File: src/logic/usbip_consts.svh
// constants for the indirect usb register port
`ifndef USBIP_CONSTS_SVH
`define USBIP_CONSTS_SVH
`define USBIP_SFR_ADDR_REG 8'h96
`define USBIP_SFR_DATA_REG 8'h97
`define USBIP_BUSY_BIT 7
`define USBIP_AUTO_BIT 6
`define USBIP_SEL_MSB 5
`define USBIP_DATA_RESET 8'h00
`define USBIP_SEL_RESET 6'h00
`define USBIP_FUNC_ADDR 6'h00
`define USBIP_POWER 6'h01
`define USBIP_IN_IRQ_FLAGS 6'h02
`define USBIP_OUT_IRQ_FLAGS 6'h04
`define USBIP_COMMON_IRQ_FLAGS 6'h06
`define USBIP_IN_IRQ_EN 6'h07
`define USBIP_OUT_IRQ_EN 6'h09
`define USBIP_COMMON_IRQ_EN 6'h0b
`define USBIP_FRAME_LOW 6'h0c
`define USBIP_FRAME_HIGH 6'h0d
`define USBIP_EP_SELECT 6'h0e
`define USBIP_CLK_RECOVERY 6'h0f
`define USBIP_EP0_CSR 6'h11
`define USBIP_IN_CSR_HIGH 6'h12
`define USBIP_OUT_CSR_LOW 6'h14
`define USBIP_OUT_CSR_HIGH 6'h15
`define USBIP_EP0_RX_COUNT 6'h16
`define USBIP_OUT_COUNT_HIGH 6'h17
`define USBIP_EP_ENABLE 6'h1e
`define USBIP_FIFO_BASE 4'h8
`define USBIP_CLK_RECOVERY_RESET 8'h0f
`define USBIP_REG_RESET 8'h00
`define USBIP_EP_SEL_WIDTH 4
`define USBIP_FUNC_ADDR_WIDTH 7
`endif

File: src/logic/usbip_pkg.sv
// types shared by the indirect usb register port
package usbip_pkg;
	typedef enum logic [2:0] {
		USBIP_IDLE = 3'b001,
		USBIP_FETCH = 3'b010,
		USBIP_CAPTURE = 3'b100
	} usbip_state_t;
	typedef logic [5:0] usbip_core_addr_t;
	typedef logic [7:0] usbip_byte_t;
endpackage

File: src/logic/usbip_mem_if.sv
// carrier between the port controller and the indexed register memory
interface usbip_mem_if #(parameter int AW = 4);
	logic wr;
	logic [AW-1:0] waddr;
	logic [7:0] wdata;
	logic rd;
	logic [AW-1:0] raddr;
	logic [7:0] rdata;
	modport ctrl (output wr, output waddr, output wdata, output rd, output raddr, input rdata);
	modport mem (input wr, input waddr, input wdata, input rd, input raddr, output rdata);
endinterface

File: src/logic/usbip_ep_mem.sv
// per-endpoint indexed control/status storage, registered read
module usbip_ep_mem #(parameter int AW = 4)
(
	input wire logic core_clk_in,
	input wire logic rst_in,
	usbip_mem_if.mem bus
);
	logic [7:0] store_q [0:(1<<AW)-1];
	logic [7:0] rdata_q;
	always_ff @(posedge core_clk_in)
	begin
		if (bus.wr)
			store_q[bus.waddr] <= bus.wdata;
	end
	// reset only the read port; contents are cleared by software setup
	always_ff @(posedge core_clk_in)
	begin
		if (rst_in)
			rdata_q <= 8'h00;
		else if (bus.rd)
			rdata_q <= store_q[bus.raddr];
	end
	assign bus.rdata = rdata_q;
endmodule

File: src/logic/usbip_flag_bank.sv
// sticky event flags, cleared when fetched through the port
module usbip_flag_bank #(parameter int W = 8)
(
	input wire logic core_clk_in,
	input wire logic rst_in,
	input wire logic [W-1:0] event_in,
	input wire logic clear_in,
	output logic [W-1:0] flags_out
);
	logic [W-1:0] flags_q;
	logic [W-1:0] flags_d;
	// a new event in the clearing cycle survives
	assign flags_d = (clear_in ? {W{1'b0}} : flags_q) | event_in;
	always_ff @(posedge core_clk_in)
	begin
		if (rst_in)
			flags_q <= {W{1'b0}};
		else
			flags_q <= flags_d;
	end
	assign flags_out = flags_q;
endmodule

File: src/logic/usbip_top.sv
// indirect register port into the usb function controller core
`include "usbip_consts.svh"

// Behaviour
// [RL1] data port register at sfr 0x97, resets to zero, carries all core traffic
// [RL2] writing the data port forwards the byte to the selected core register
// [RL3] repeated data writes go to the same selection without reselecting
// [RL4] writing one to busy starts a fetch of the selected core register
// [RL5] selection and fetch start accepted together in one address write
// [RL6] busy stays high during a fetch; data valid once busy clears
// [RL7] refetch of same register needs only a new busy write
// [RL8] with auto fetch set, reading the data port starts the next fetch
// [RL9] software keeps the usb clock running during indirect accesses
// [RL10] core addresses 0x02, 0x04, 0x06 hold the three interrupt flag groups
// [RL11] core addresses 0x07, 0x09, 0x0b hold the three interrupt enable groups
// [RL12] function address at 0x00, frame number at 0x0c and 0x0d
// [RL13] indexed registers act on the endpoint chosen by select at 0x0e
// [RL14] out control/status low and high at 0x14 and 0x15, indexed
// [RL15] endpoint-0 receive count at 0x16, out packet count high at 0x17
// [RL16] unassigned core addresses read zero and ignore writes
module usbip_top
	import usbip_pkg::*;
#(
	parameter int EP_COUNT = 4,
	parameter int EP_AW = 2
)
(
	input wire logic core_clk_in,
	input wire logic rst_in,
	input wire logic [7:0] sfr_addr_in,
	input wire logic [7:0] sfr_wdata_in,
	input wire logic sfr_wr_in,
	input wire logic sfr_rd_in,
	output logic [7:0] sfr_rdata_out,
	input wire logic [7:0] in_irq_event_in,
	input wire logic [7:0] out_irq_event_in,
	input wire logic [7:0] common_irq_event_in,
	input wire logic [7:0] frame_number_low_in,
	input wire logic [7:0] frame_number_high_in,
	input wire logic [7:0] endpoint0_rx_count_in,
	input wire logic [7:0] out_packet_count_high_in,
	input wire logic [7:0] fifo_rdata_in,
	output logic [6:0] function_address_out,
	output logic [7:0] power_management_out,
	output logic [7:0] in_endpoint_irq_enables_out,
	output logic [7:0] out_endpoint_irq_enables_out,
	output logic [7:0] common_irq_enables_out,
	output logic [3:0] endpoint_select_out,
	output logic [7:0] clock_recovery_control_out,
	output logic [7:0] endpoint_enable_out,
	output logic [7:0] in_endpoint_irq_flags_out,
	output logic [7:0] out_endpoint_irq_flags_out,
	output logic [7:0] common_irq_flags_out,
	output logic fifo_wr_out,
	output logic fifo_rd_out,
	output logic [1:0] fifo_sel_out,
	output logic [7:0] fifo_wdata_out,
	output logic busy_out
);
	// true for the indexed control/status group
	function automatic logic is_indexed(input usbip_core_addr_t a);
		is_indexed = (a == `USBIP_EP0_CSR) || (a == `USBIP_IN_CSR_HIGH) ||
			(a == `USBIP_OUT_CSR_LOW) || (a == `USBIP_OUT_CSR_HIGH);
	endfunction

	// packs endpoint and register slot into a memory address
	function automatic logic [EP_AW+1:0] slot_addr(input logic [3:0] ep,
		input usbip_core_addr_t a);
		logic [1:0] slot;
		slot = (a == `USBIP_EP0_CSR) ? 2'd0 :
			(a == `USBIP_IN_CSR_HIGH) ? 2'd1 :
			(a == `USBIP_OUT_CSR_LOW) ? 2'd2 : 2'd3;
		slot_addr = {ep[EP_AW-1:0], slot};
	endfunction

	// true for the four endpoint fifo windows
	function automatic logic is_fifo(input usbip_core_addr_t a);
		is_fifo = (a[5:2] == `USBIP_FIFO_BASE);
	endfunction

	usbip_state_t state_q, state_d;
	usbip_core_addr_t sel_q, sel_d;
	logic auto_q, auto_d;
	logic busy_q, busy_d;
	logic [7:0] data_q, data_d;
	logic [7:0] rdata_q, rdata_d;
	logic [6:0] func_addr_q;
	logic [7:0] power_q;
	logic [7:0] in_en_q;
	logic [7:0] out_en_q;
	logic [7:0] common_en_q;
	logic [3:0] ep_sel_q;
	logic [7:0] clk_rec_q;
	logic [7:0] ep_en_q;
	logic fifo_wr_q;
	logic fifo_rd_q;
	logic [1:0] fifo_sel_q;
	logic [7:0] fifo_wdata_q;
	logic [7:0] in_flags;
	logic [7:0] out_flags;
	logic [7:0] common_flags;
	logic [7:0] core_rdata;

	usbip_mem_if #(.AW(EP_AW + 2)) mem_bus ();

	// sfr decode
	wire adr_hit = (sfr_addr_in == `USBIP_SFR_ADDR_REG);
	wire dat_hit = (sfr_addr_in == `USBIP_SFR_DATA_REG);
	wire adr_wr = sfr_wr_in && adr_hit;
	wire dat_wr = sfr_wr_in && dat_hit;
	wire dat_rd = sfr_rd_in && dat_hit;

	// fetch request sources
	wire manual_start = adr_wr && sfr_wdata_in[`USBIP_BUSY_BIT]; // RL4 RL7
	wire auto_start = dat_rd && auto_q && !busy_q; // RL8
	wire fetch_start = (state_q == USBIP_IDLE) && (manual_start || auto_start);
	// a start while busy is dropped; the selection still moves

	// selected endpoint must exist for indexed traffic
	wire ep_valid = (ep_sel_q < EP_COUNT);
	// without this guard a reserved endpoint would alias a real one
	wire core_wr = dat_wr; // RL2 RL3
	wire idx_wr = core_wr && is_indexed(sel_q) && ep_valid; // RL13
	wire wr_hit_func = core_wr && (sel_q == `USBIP_FUNC_ADDR);
	wire wr_hit_power = core_wr && (sel_q == `USBIP_POWER);
	wire wr_hit_in_en = core_wr && (sel_q == `USBIP_IN_IRQ_EN);
	wire wr_hit_out_en = core_wr && (sel_q == `USBIP_OUT_IRQ_EN);
	wire wr_hit_cm_en = core_wr && (sel_q == `USBIP_COMMON_IRQ_EN);
	wire wr_hit_ep_sel = core_wr && (sel_q == `USBIP_EP_SELECT);
	wire wr_hit_clk = core_wr && (sel_q == `USBIP_CLK_RECOVERY);
	wire wr_hit_ep_en = core_wr && (sel_q == `USBIP_EP_ENABLE);
	wire wr_hit_fifo = core_wr && is_fifo(sel_q);

	// capture-cycle qualifiers; flags clear only when really read
	wire capturing = (state_q == USBIP_CAPTURE);
	wire clr_in_flags = capturing && (sel_q == `USBIP_IN_IRQ_FLAGS);
	wire clr_out_flags = capturing && (sel_q == `USBIP_OUT_IRQ_FLAGS);
	wire clr_cm_flags = capturing && (sel_q == `USBIP_COMMON_IRQ_FLAGS);

	// indexed memory port
	assign mem_bus.wr = idx_wr;
	assign mem_bus.waddr = slot_addr(ep_sel_q, sel_q);
	assign mem_bus.wdata = sfr_wdata_in;
	// read port runs one cycle ahead of the capture
	assign mem_bus.rd = (state_q == USBIP_FETCH);
	assign mem_bus.raddr = slot_addr(ep_sel_q, sel_q);

	usbip_ep_mem #(.AW(EP_AW + 2)) u_ep_mem (
		.core_clk_in(core_clk_in),
		.rst_in(rst_in),
		.bus(mem_bus.mem)
	);

	// one sticky bank per interrupt group
	usbip_flag_bank #(.W(8)) u_in_flags (
		.core_clk_in(core_clk_in),
		.rst_in(rst_in),
		.event_in(in_irq_event_in),
		.clear_in(clr_in_flags),
		.flags_out(in_flags)
	);

	usbip_flag_bank #(.W(8)) u_out_flags (
		.core_clk_in(core_clk_in),
		.rst_in(rst_in),
		.event_in(out_irq_event_in),
		.clear_in(clr_out_flags),
		.flags_out(out_flags)
	);

	usbip_flag_bank #(.W(8)) u_common_flags (
		.core_clk_in(core_clk_in),
		.rst_in(rst_in),
		.event_in(common_irq_event_in),
		.clear_in(clr_cm_flags),
		.flags_out(common_flags)
	);

	// core register read selection
	always_comb
	begin
		core_rdata = 8'h00; // RL16
		case (sel_q)
			`USBIP_FUNC_ADDR: core_rdata = {1'b0, func_addr_q}; // RL12
			`USBIP_POWER: core_rdata = power_q;
			`USBIP_IN_IRQ_FLAGS: core_rdata = in_flags; // RL10
			`USBIP_OUT_IRQ_FLAGS: core_rdata = out_flags; // RL10
			`USBIP_COMMON_IRQ_FLAGS: core_rdata = common_flags; // RL10
			`USBIP_IN_IRQ_EN: core_rdata = in_en_q; // RL11
			`USBIP_OUT_IRQ_EN: core_rdata = out_en_q; // RL11
			`USBIP_COMMON_IRQ_EN: core_rdata = common_en_q; // RL11
			`USBIP_FRAME_LOW: core_rdata = frame_number_low_in; // RL12
			`USBIP_FRAME_HIGH: core_rdata = frame_number_high_in; // RL12
			`USBIP_EP_SELECT: core_rdata = {4'h0, ep_sel_q};
			`USBIP_CLK_RECOVERY: core_rdata = clk_rec_q;
			`USBIP_EP_ENABLE: core_rdata = ep_en_q;
			`USBIP_EP0_RX_COUNT: core_rdata = endpoint0_rx_count_in; // RL15
			`USBIP_OUT_COUNT_HIGH: core_rdata = out_packet_count_high_in; // RL15
			default:
			begin
				if (is_indexed(sel_q) && ep_valid)
					core_rdata = mem_bus.rdata; // RL13 RL14
				else if (is_fifo(sel_q))
					core_rdata = fifo_rdata_in;
				else
					core_rdata = 8'h00; // RL16
			end
		endcase
	end

	// fetch sequencer
	always_comb
	begin
		state_d = state_q;
		case (state_q)
			USBIP_IDLE:
			begin
				if (fetch_start)
					state_d = USBIP_FETCH;
			end
			USBIP_FETCH: state_d = USBIP_CAPTURE;
			USBIP_CAPTURE: state_d = USBIP_IDLE;
			default: state_d = USBIP_IDLE;
		endcase
	end

	// address register: selection and start may land in the same write
	assign sel_d = adr_wr ? sfr_wdata_in[`USBIP_SEL_MSB:0] : sel_q; // RL5
	assign auto_d = adr_wr ? sfr_wdata_in[`USBIP_AUTO_BIT] : auto_q;
	// writing zero to busy never cancels a fetch
	assign busy_d = fetch_start ? 1'b1 : (capturing ? 1'b0 : busy_q); // RL6

	// data port: software writes win over nothing, fetch result lands at capture
	assign data_d = capturing ? core_rdata : (dat_wr ? sfr_wdata_in : data_q); // RL1 RL6

	// sfr read data, registered
	// any other sfr address reads zero
	assign rdata_d = !sfr_rd_in ? rdata_q :
		adr_hit ? {busy_q, auto_q, sel_q} :
		dat_hit ? data_q : 8'h00;

	always_ff @(posedge core_clk_in)
	begin
		if (rst_in)
		begin
			state_q <= USBIP_IDLE;
			sel_q <= `USBIP_SEL_RESET;
			auto_q <= 1'b0;
			busy_q <= 1'b0;
			data_q <= `USBIP_DATA_RESET; // RL1
			rdata_q <= 8'h00;
		end
		else
		begin
			state_q <= state_d;
			sel_q <= sel_d;
			auto_q <= auto_d;
			busy_q <= busy_d;
			data_q <= data_d;
			rdata_q <= rdata_d;
		end
	end

	// common core registers, written through the data port
	// reserved bits of these bytes are stored as written, except function address keeps 7 bits and endpoint select keeps 4
	always_ff @(posedge core_clk_in)
	begin
		if (rst_in)
		begin
			func_addr_q <= 7'h00;
			power_q <= `USBIP_REG_RESET;
			in_en_q <= `USBIP_REG_RESET;
			out_en_q <= `USBIP_REG_RESET;
			common_en_q <= `USBIP_REG_RESET;
			ep_sel_q <= 4'h0;
			clk_rec_q <= `USBIP_CLK_RECOVERY_RESET;
			ep_en_q <= `USBIP_REG_RESET;
		end
		else
		begin
			if (wr_hit_func)
				func_addr_q <= sfr_wdata_in[`USBIP_FUNC_ADDR_WIDTH-1:0]; // RL12
			if (wr_hit_power)
				power_q <= sfr_wdata_in;
			if (wr_hit_in_en)
				in_en_q <= sfr_wdata_in; // RL11
			if (wr_hit_out_en)
				out_en_q <= sfr_wdata_in; // RL11
			if (wr_hit_cm_en)
				common_en_q <= sfr_wdata_in; // RL11
			if (wr_hit_ep_sel)
				ep_sel_q <= sfr_wdata_in[`USBIP_EP_SEL_WIDTH-1:0]; // RL13
			if (wr_hit_clk)
				clk_rec_q <= sfr_wdata_in;
			if (wr_hit_ep_en)
				ep_en_q <= sfr_wdata_in;
		end
	end

	// fifo strobes toward the buffer memory, one cycle each
	always_ff @(posedge core_clk_in)
	begin
		if (rst_in)
		begin
			fifo_wr_q <= 1'b0;
			fifo_rd_q <= 1'b0;
			fifo_sel_q <= 2'b00;
			fifo_wdata_q <= 8'h00;
		end
		else
		begin
			fifo_wr_q <= wr_hit_fifo; // RL2
			// fifo byte must arrive in the capture cycle
			fifo_rd_q <= fetch_start && is_fifo(sel_d);
			if (wr_hit_fifo)
			begin
				fifo_sel_q <= sel_q[1:0];
				fifo_wdata_q <= sfr_wdata_in;
			end
			else if (fetch_start)
				fifo_sel_q <= sel_d[1:0];
		end
	end

	// every output is a register copy
	assign sfr_rdata_out = rdata_q;
	assign busy_out = busy_q;
	assign function_address_out = func_addr_q;
	assign power_management_out = power_q;
	assign in_endpoint_irq_enables_out = in_en_q;
	assign out_endpoint_irq_enables_out = out_en_q;
	assign common_irq_enables_out = common_en_q;
	assign endpoint_select_out = ep_sel_q;
	assign clock_recovery_control_out = clk_rec_q;
	assign endpoint_enable_out = ep_en_q;
	assign in_endpoint_irq_flags_out = in_flags;
	assign out_endpoint_irq_flags_out = out_flags;
	assign common_irq_flags_out = common_flags;
	assign fifo_wr_out = fifo_wr_q;
	assign fifo_rd_out = fifo_rd_q;
	assign fifo_sel_out = fifo_sel_q;
	assign fifo_wdata_out = fifo_wdata_q;
endmodule

File: config.mk
export PLATFORM = sky130hd
export DESIGN_NAME = usbip_top
export DESIGN_NICKNAME = d
export VERILOG_FILES = /design/src/logic/usbip_pkg.sv /design/src/logic/usbip_mem_if.sv /design/src/logic/usbip_ep_mem.sv /design/src/logic/usbip_flag_bank.sv /design/src/logic/usbip_top.sv
export VERILOG_INCLUDE_DIRS = /design/src /design/src/logic
export SDC_FILE = /design/constraint.sdc
export NUM_CORES = 1
export LEC_CHECK = 0
export BUFFER_PORTS_ARGS = -buffer_cell sky130_fd_sc_hd__buf_2
export CAP_MARGIN = 40
export CORE_UTILIZATION = 30
export CTS_BUF_LIST = sky130_fd_sc_hd__clkbuf_4 sky130_fd_sc_hd__clkbuf_8
export DETAILED_ROUTE_END_ITERATION = 7
export PLACE_DENSITY = 0.6
export SYNTH_ARGS = -nofsm -noshare
export SYNTH_HDL_FRONTEND = slang
export SYNTH_SLANG_ARGS = --single-unit
File: constraint.sdc
create_clock -name core_clk_in -period 7.06 [get_ports core_clk_in]
set_input_delay 1.412 -clock core_clk_in [delete_from_list [all_inputs] [get_ports core_clk_in]]
set_output_delay 1.412 -clock core_clk_in [all_outputs]
set_load 0.02 [all_outputs]
# Word-level counts from Yosys, hierarchy flattened
# Memories as Yosys holds them, arrays and structs flattened. A register that Yosys moved wholly into a read port is not among the register bits.
# Index checks and enable logic that the tools add are counted.
# classes
muxes,22
magnitude_cmp,1
n_reduce_logical,32
eq_ne,26
bitwise_logic,3
# ops
op,count
8-bit case mux with 15 select lines,1
8-bit 2-to-1 mux,9
"6-bit by 5-bit equality test with 1-bit output, second input constant",7
"6-bit by 4-bit equality test with 1-bit output, second input constant",6
8-bit bitwise OR,3
1-bit logical AND,23
"6-bit by 3-bit equality test with 1-bit output, second input constant",3
"8-bit equality test, second input constant",2
"4-bit equality test, second input constant",2
2-bit 2-to-1 mux,4
"6-bit by 1-bit equality test with 1-bit output, second input constant",1
"6-bit by 2-bit equality test with 1-bit output, second input constant",1
6-bit logical NOT,1
6-bit 2-to-1 mux,1
3-bit case mux with 2 select lines,1
2-bit nonzero test,3
1-bit 2-to-1 mux,5
1-bit logical OR,4
"4-bit by 3-bit less-than comparator with 1-bit output, second input constant",1
"3-bit by 1-bit equality test with 1-bit output, second input constant",1
"3-bit by 2-bit equality test with 1-bit output, second input constant",1
"3-bit equality test, second input constant",1
3-bit 2-to-1 mux,1
"2-bit != test, second input constant",1
1-bit logical NOT,1
# totals
word_cells,106
regBits,122
ramBits,128
n_memories,1
# memory_table
name,depth,width,rd,rd_ports_with_merged_regs,write_ports,line_no,source
u_ep_mem.store_q,16,8,1,1,1,usbip_ep_mem.sv:8,logic [7:0] store_q [0:(1<<AW)-1];

# Depth between registers and ports, before layout
# logic_depth
word_depth,8
depth_mapped,9
mapped_depth_nobuf,5

# Modules after synthesis
# Synthesis repeated with hierarchy kept, for this count alone.
# hier_totals
cells_unflattened,996
area_unflattened_um2,11096.9
# modules_own_cells
mod,instances,seq_area_each_um2,cells_each,area_per_inst_um2
usbip_ep_mem,1,4003.8,316,5343.9
usbip_top,1,1961.9,581,4840.9
usbip_flag_bank,3,160.2,33,304.0

# Least setup slack after synthesis
# Ideal clock, no wire load.
# synth_path
kind,input-to-reg
start,in sfr_addr_in[5]
end,mem u_ep_mem.store_q[1][0] (enable)
arrival_ns,3.368
setup_slack_ns,3.309
path_stages,6
t_required_ns,6.677
cell_sequence,nor4bb_1 -> nand4_1 -> clkbuf_1 -> and2b_1 -> nand3_1 -> nor3_1
# synth_via
elab_chain_len,6
# synth_rtl
element,line_no,source
from (decl),usbip_top.sv:30,"input wire logic [7:0] sfr_addr_in,"
8-bit equality test (no line),-,
1-bit logical AND,usbip_top.sv:110,wire dat_wr = sfr_wr_in && dat_hit;
1-bit logical AND (2 in series),usbip_top.sv:123,wire idx_wr = core_wr && is_indexed(sel_q) && ep_valid;
1-bit 2-to-1 mux,usbip_ep_mem.sv:12,if (bus.wr)
1-bit 2-to-1 mux (implied by the code),usbip_ep_mem.sv:13,store_q[bus.waddr] <= bus.wdata;
to (decl),usbip_ep_mem.sv:8,
# No other way between the ends.

# Worst setup path in the final report
# layout_path
start,in sfr_addr_in[5]
end,mem u_ep_mem.store_q[4][3] (enable)
# The elaborated chain is that of the path after synthesis.

==> metrics.md <==
| Metric | Value |
|---|---|
| Result of the run | finished clean |
| Avg Synthesized Cell Area | 10.52 µm² |
| Effective utilization at floorplan | 30.47% |
| X dimension of the die | 194.6 µm |
| Count of buffers from port buffering | 187 |
| Wire per inst | 22.55 µm |
| Clock Path Buffers | 3 |
| Overall routing resource usage | 19.98% |
| Die Outline Area | 0.03787 mm² |
| Drt first-iter violations | 1036 |
| Portion of total power attributed to combinational logic | 3.7% |
| Launching instance or port of the critical path | sfr_addr_in[5] |
| VDD IR max | 0.09231 mV |
| Initial antenna violation count | 0 |
| Series of cell instances along the critical path | buf_2, nor4bb_1, nand4_1, buf_4, or4_1, nor2_1 |
| Type of the setup path with the least slack | primary input to flop |
| Area after DPL | 0.01251 mm² |
| Setup_tns | 0 ps |
| Commonest register cell after synthesis | sky130_fd_sc_hd__dfxtp_1 |
| Bufs and invs on worst path | 2 |
| Multi-input gate area | 0.004319 mm² |
| DR DRC count | 0 |
| Cell with the largest stage delay on the worst path | sky130_fd_sc_hd__or4_1 |
| Count of non-filler cells in the finished layout | 1730 |
| Final cell area excluding filler cells | 0.01352 mm² |
| Syn Std Cell Area | 0.01113 mm² |
| Fmax achieved | 290.6 MHz |
| First-pass GRT wire length | 57.41 mm |
| Die extent in y | 194.6 µm |
| Setup violations, final | 0 |
| Area occupied by registers | 0.006446 mm² |
| CP peak stage delay | 680 ps |
| Cell count after placement | 1643 |
| Seq cells post-synth | 258 |
| Final-report hold violation count | 0 |
| Clock tree from TritonCTS | done |
| Cts repair resizes | 0 |
| Detail Route Antenna Nets | 0 |
| Slew at the pin closest to its max-slew limit | 840.0 ps |
| Synthesized instance count | 1058 |
| Area of the placeable core | 0.03652 mm² |
| Cell-internal power | 2.488 mW |
| Layout cells sized above 1 | 26.31% |
| Worst-Skew Late Latency | 560 ps |
| 1st-pass router iterations | 6 |
| Number of nets in the synthesized netlist | 1142 |
| Number of nets in the finished design | 1309 |
| Detailed-route vias per instance | 5.579 |
| Period utilization | 48.74% |
| Floorplan row count | 70 |
| Reg2Reg Launch Point | sel_q[4] |
| Max capacitance violation total | 0 |
| Number of fill cells in the layout | 3593 |
| Pins Over Slew Limit | 0 |
| Routed via count | 9651 |
| Fraction of synthesis flops using an asynchronous set or reset pin | 0% |
| CP Capture Type | flop |
| Number of enable-type register cells in the synthesized netlist | 128 |
| Clock skew after layout | 26.16 ps |
| Maximum number of pins on one net before global-route repair | 74 |
| Unrepaired setup endpoints after global routing | no |
| DP HPWL | 26.17 mm |
| Worst slack at placement | 3032 ps |
| Fraction of power spent switching nets | 22.49% |
| Post-CTS setup buffer count | 0 |
| Synth Warn # | 0 |
| Start point of the worst hold path | fifo_wdata_out[1] |
| Post-route minimum period | 3441 ps |
| CP Launch Type | primary input |
| Pleak | 4.756 nW |
| Number of global-route vias before repair | 8959 |
| Relative slew margins | 42.56% |
| Relative contribution of sequential cells to total power | 49.7% |
| Sequential-to-total area share from yosys stat | 57.93% |
| Power per standard cell area | 237.4 mW/mm² |
| Number of clock sinks | 258 |
| Number of distinct standard cells referenced by the synthesized netlist | 61 |
| Tightest Hold Check Type | flop to flop |
| Clock group share of total power | 46.6% |
| Clock transition at the registers of the reported paths | 60 ps |
| Net load switching power | 0.7220 mW |
| Worst Setup Slack, final | 3619 ps |
| Maximum level of the CTS H-tree | 2 |
| Clock Tree Root | sky130_fd_sc_hd__clkbuf_8 |
| TritonCTS Buffers | 46 |
| Family with the most delay on the worst path | simple AND/OR/NAND/NOR gates |
| Inserted Diodes | 0 |
| Worst endpoint required time | 7250 ps |
| Routability congestion estimate from global placement | 0.9428 |
| Number of hold buffers added after cts | 0 |
| Total routed wirelength | 39.01 mm |
| I/O pin cnt | 188 |
| Utilization after layout | 37.03% |
| Final global-route overflow total | 0 |
| Area growth syn-to-layout | 21.52% |
| Peak fanout along the critical path | 46 |
| Critical path arrival | 3630 ps |
layout by cell type, fill, tap and decap left out, types with 15 or more instances in the layout:
| cell type | n |
|---|---|
| sky130_fd_sc_hd__mux2i_1 | 37 |
| sky130_fd_sc_hd__a22oi_1 | 24 |
| sky130_fd_sc_hd__edfxtp_1 | 128 |
| sky130_fd_sc_hd__a32oi_1 | 20 |
| sky130_fd_sc_hd__a21oi_1 | 118 |
| sky130_fd_sc_hd__a211oi_1 | 17 |
| sky130_fd_sc_hd__buf_2 | 190 |
| sky130_fd_sc_hd__nor2_1 | 96 |
| sky130_fd_sc_hd__dfxtp_1 | 130 |
| sky130_fd_sc_hd__o221a_2 | 16 |
| sky130_fd_sc_hd__nand2_1 | 62 |
| sky130_fd_sc_hd__clkbuf_8 | 56 |
| sky130_fd_sc_hd__buf_4 | 26 |
| sky130_fd_sc_hd__nand3_1 | 61 |
| sky130_fd_sc_hd__clkbuf_4 | 15 |
| sky130_fd_sc_hd__o32ai_1 | 24 |
| sky130_fd_sc_hd__o21ai_0 | 68 |
| sky130_fd_sc_hd__nor3_1 | 15 |
sequential cells by signal, summed over array words and instances, names as in the netlist, 3 cells and up:
register and count:
u_ep_mem.store_q 128, clock_recovery_control_out 8, common_irq_enables_out 8, data_q 8
endpoint_enable_out 8, fifo_wdata_out 8, in_endpoint_irq_enables_out 8, out_endpoint_irq_enables_out 8
power_management_out 8, sfr_rdata_out 8, u_common_flags.flags_out 8, u_ep_mem.bus.rdata 8
u_in_flags.flags_out 8, u_out_flags.flags_out 8, function_address_out 7, sel_q 6
endpoint_select_out 4, state_q 3
layout make-up:
| type | count | area share [%] |
|---|---|---|
| well taps | 468 | 4.330 |
| clock inverters | 14 | 0.8882 |
| flip-flops and latches | 258 | 47.67 |
| multi-input cells | 700 | 31.94 |
| clock buffers | 71 | 6.532 |
| repair buffers | 217 | 8.586 |
| inverters | 2 | 0.05551 |
cells by family (layout without fill, tap and decap cells):
family          count (synthesis)  in the layout  share of synthesized area [%]
compound gates                329            329                          19.46
xor+xnor                        3              3                         0.2362
buf+inv                       100            304                          3.710
flops                         258            258                          57.93
mux                            37             37                          3.328
simple gates                  331            331                          15.34
Yosys cell counts, types with 14 or more instances:
| master | n | area [µm²] |
|---|---|---|
| sky130_fd_sc_hd__dfxtp_1 | 130 | 2603 |
| sky130_fd_sc_hd__edfxtp_1 | 128 | 3844 |
| sky130_fd_sc_hd__a21oi_1 | 118 | 590.6 |
| sky130_fd_sc_hd__nor2_1 | 96 | 360.4 |
| sky130_fd_sc_hd__clkbuf_1 | 69 | 259.0 |
| sky130_fd_sc_hd__o21ai_0 | 68 | 340.3 |
| sky130_fd_sc_hd__nand2_1 | 62 | 232.7 |
| sky130_fd_sc_hd__nand3_1 | 61 | 305.3 |
| sky130_fd_sc_hd__mux2i_1 | 37 | 370.4 |
| sky130_fd_sc_hd__a22oi_1 | 24 | 180.2 |
| sky130_fd_sc_hd__buf_2 | 24 | 120.1 |
| sky130_fd_sc_hd__o32ai_1 | 24 | 210.2 |
| sky130_fd_sc_hd__a32oi_1 | 20 | 175.2 |
| sky130_fd_sc_hd__a211oi_1 | 17 | 127.6 |
| sky130_fd_sc_hd__o221a_2 | 16 | 180.2 |
| sky130_fd_sc_hd__nor3_1 | 15 | 75.07 |
| sky130_fd_sc_hd__nor2b_1 | 14 | 87.58 |
final timing paths:
| path | to | slack (ps) | cells past startpoint |
|---|---|---|---|
| min | fifo_wdata_out[1] | 460 | 2 |
| max | u_ep_mem.store_q[4][3] | 3620 | 6 |
| min reg2reg | fifo_wdata_out[1] | 460 | 2 |
| max reg2reg | u_ep_mem.store_q[1][1] | 3690 | 6 |
worst register-to-register path: stages, from the launching register on:
cell and delay (ps):
sky130_fd_sc_hd__dfxtp_1 680, sky130_fd_sc_hd__or4b_4 560, sky130_fd_sc_hd__nor4b_4 560, sky130_fd_sc_hd__and2b_1 310, sky130_fd_sc_hd__nand3_1 190, sky130_fd_sc_hd__nor3_1 510
sky130_fd_sc_hd__buf_2 270
metrics by stage:
| stage | total power [mW] | hold WS [ps] |
|---|---|---|
| 5_1_grt | 3.313 | 480.9 |
| 3_3_place_gp | 1.744 | 442.5 |
| 6_report | 3.210 | 463.0 |
| 4_1_cts | 3.230 | 457.1 |
| 2_1_floorplan | 1.669 | 449.2 |
| 3_5_place_dp | 1.745 | 448.4 |
power groups by stage:
stage          clock, mW  combinational, mW  sequential (mW)
6_report            1.50              0.118             1.60
5_1_grt             1.59              0.125             1.60
4_1_cts             1.52              0.118             1.60
3_5_place_dp           0              0.118             1.63
3_3_place_gp           0              0.117             1.63
2_1_floorplan          0             0.0324             1.64
metal layers:
layer,track usage (%),part of all wire [%],routed length [µm]
met4,8.083,3.2,1259
met2,29.52,45,17400
met5,0,0,0
met3,4.251,7.9,3101
met1,28.24,44,17250
(Power assumes the default switching activity.)
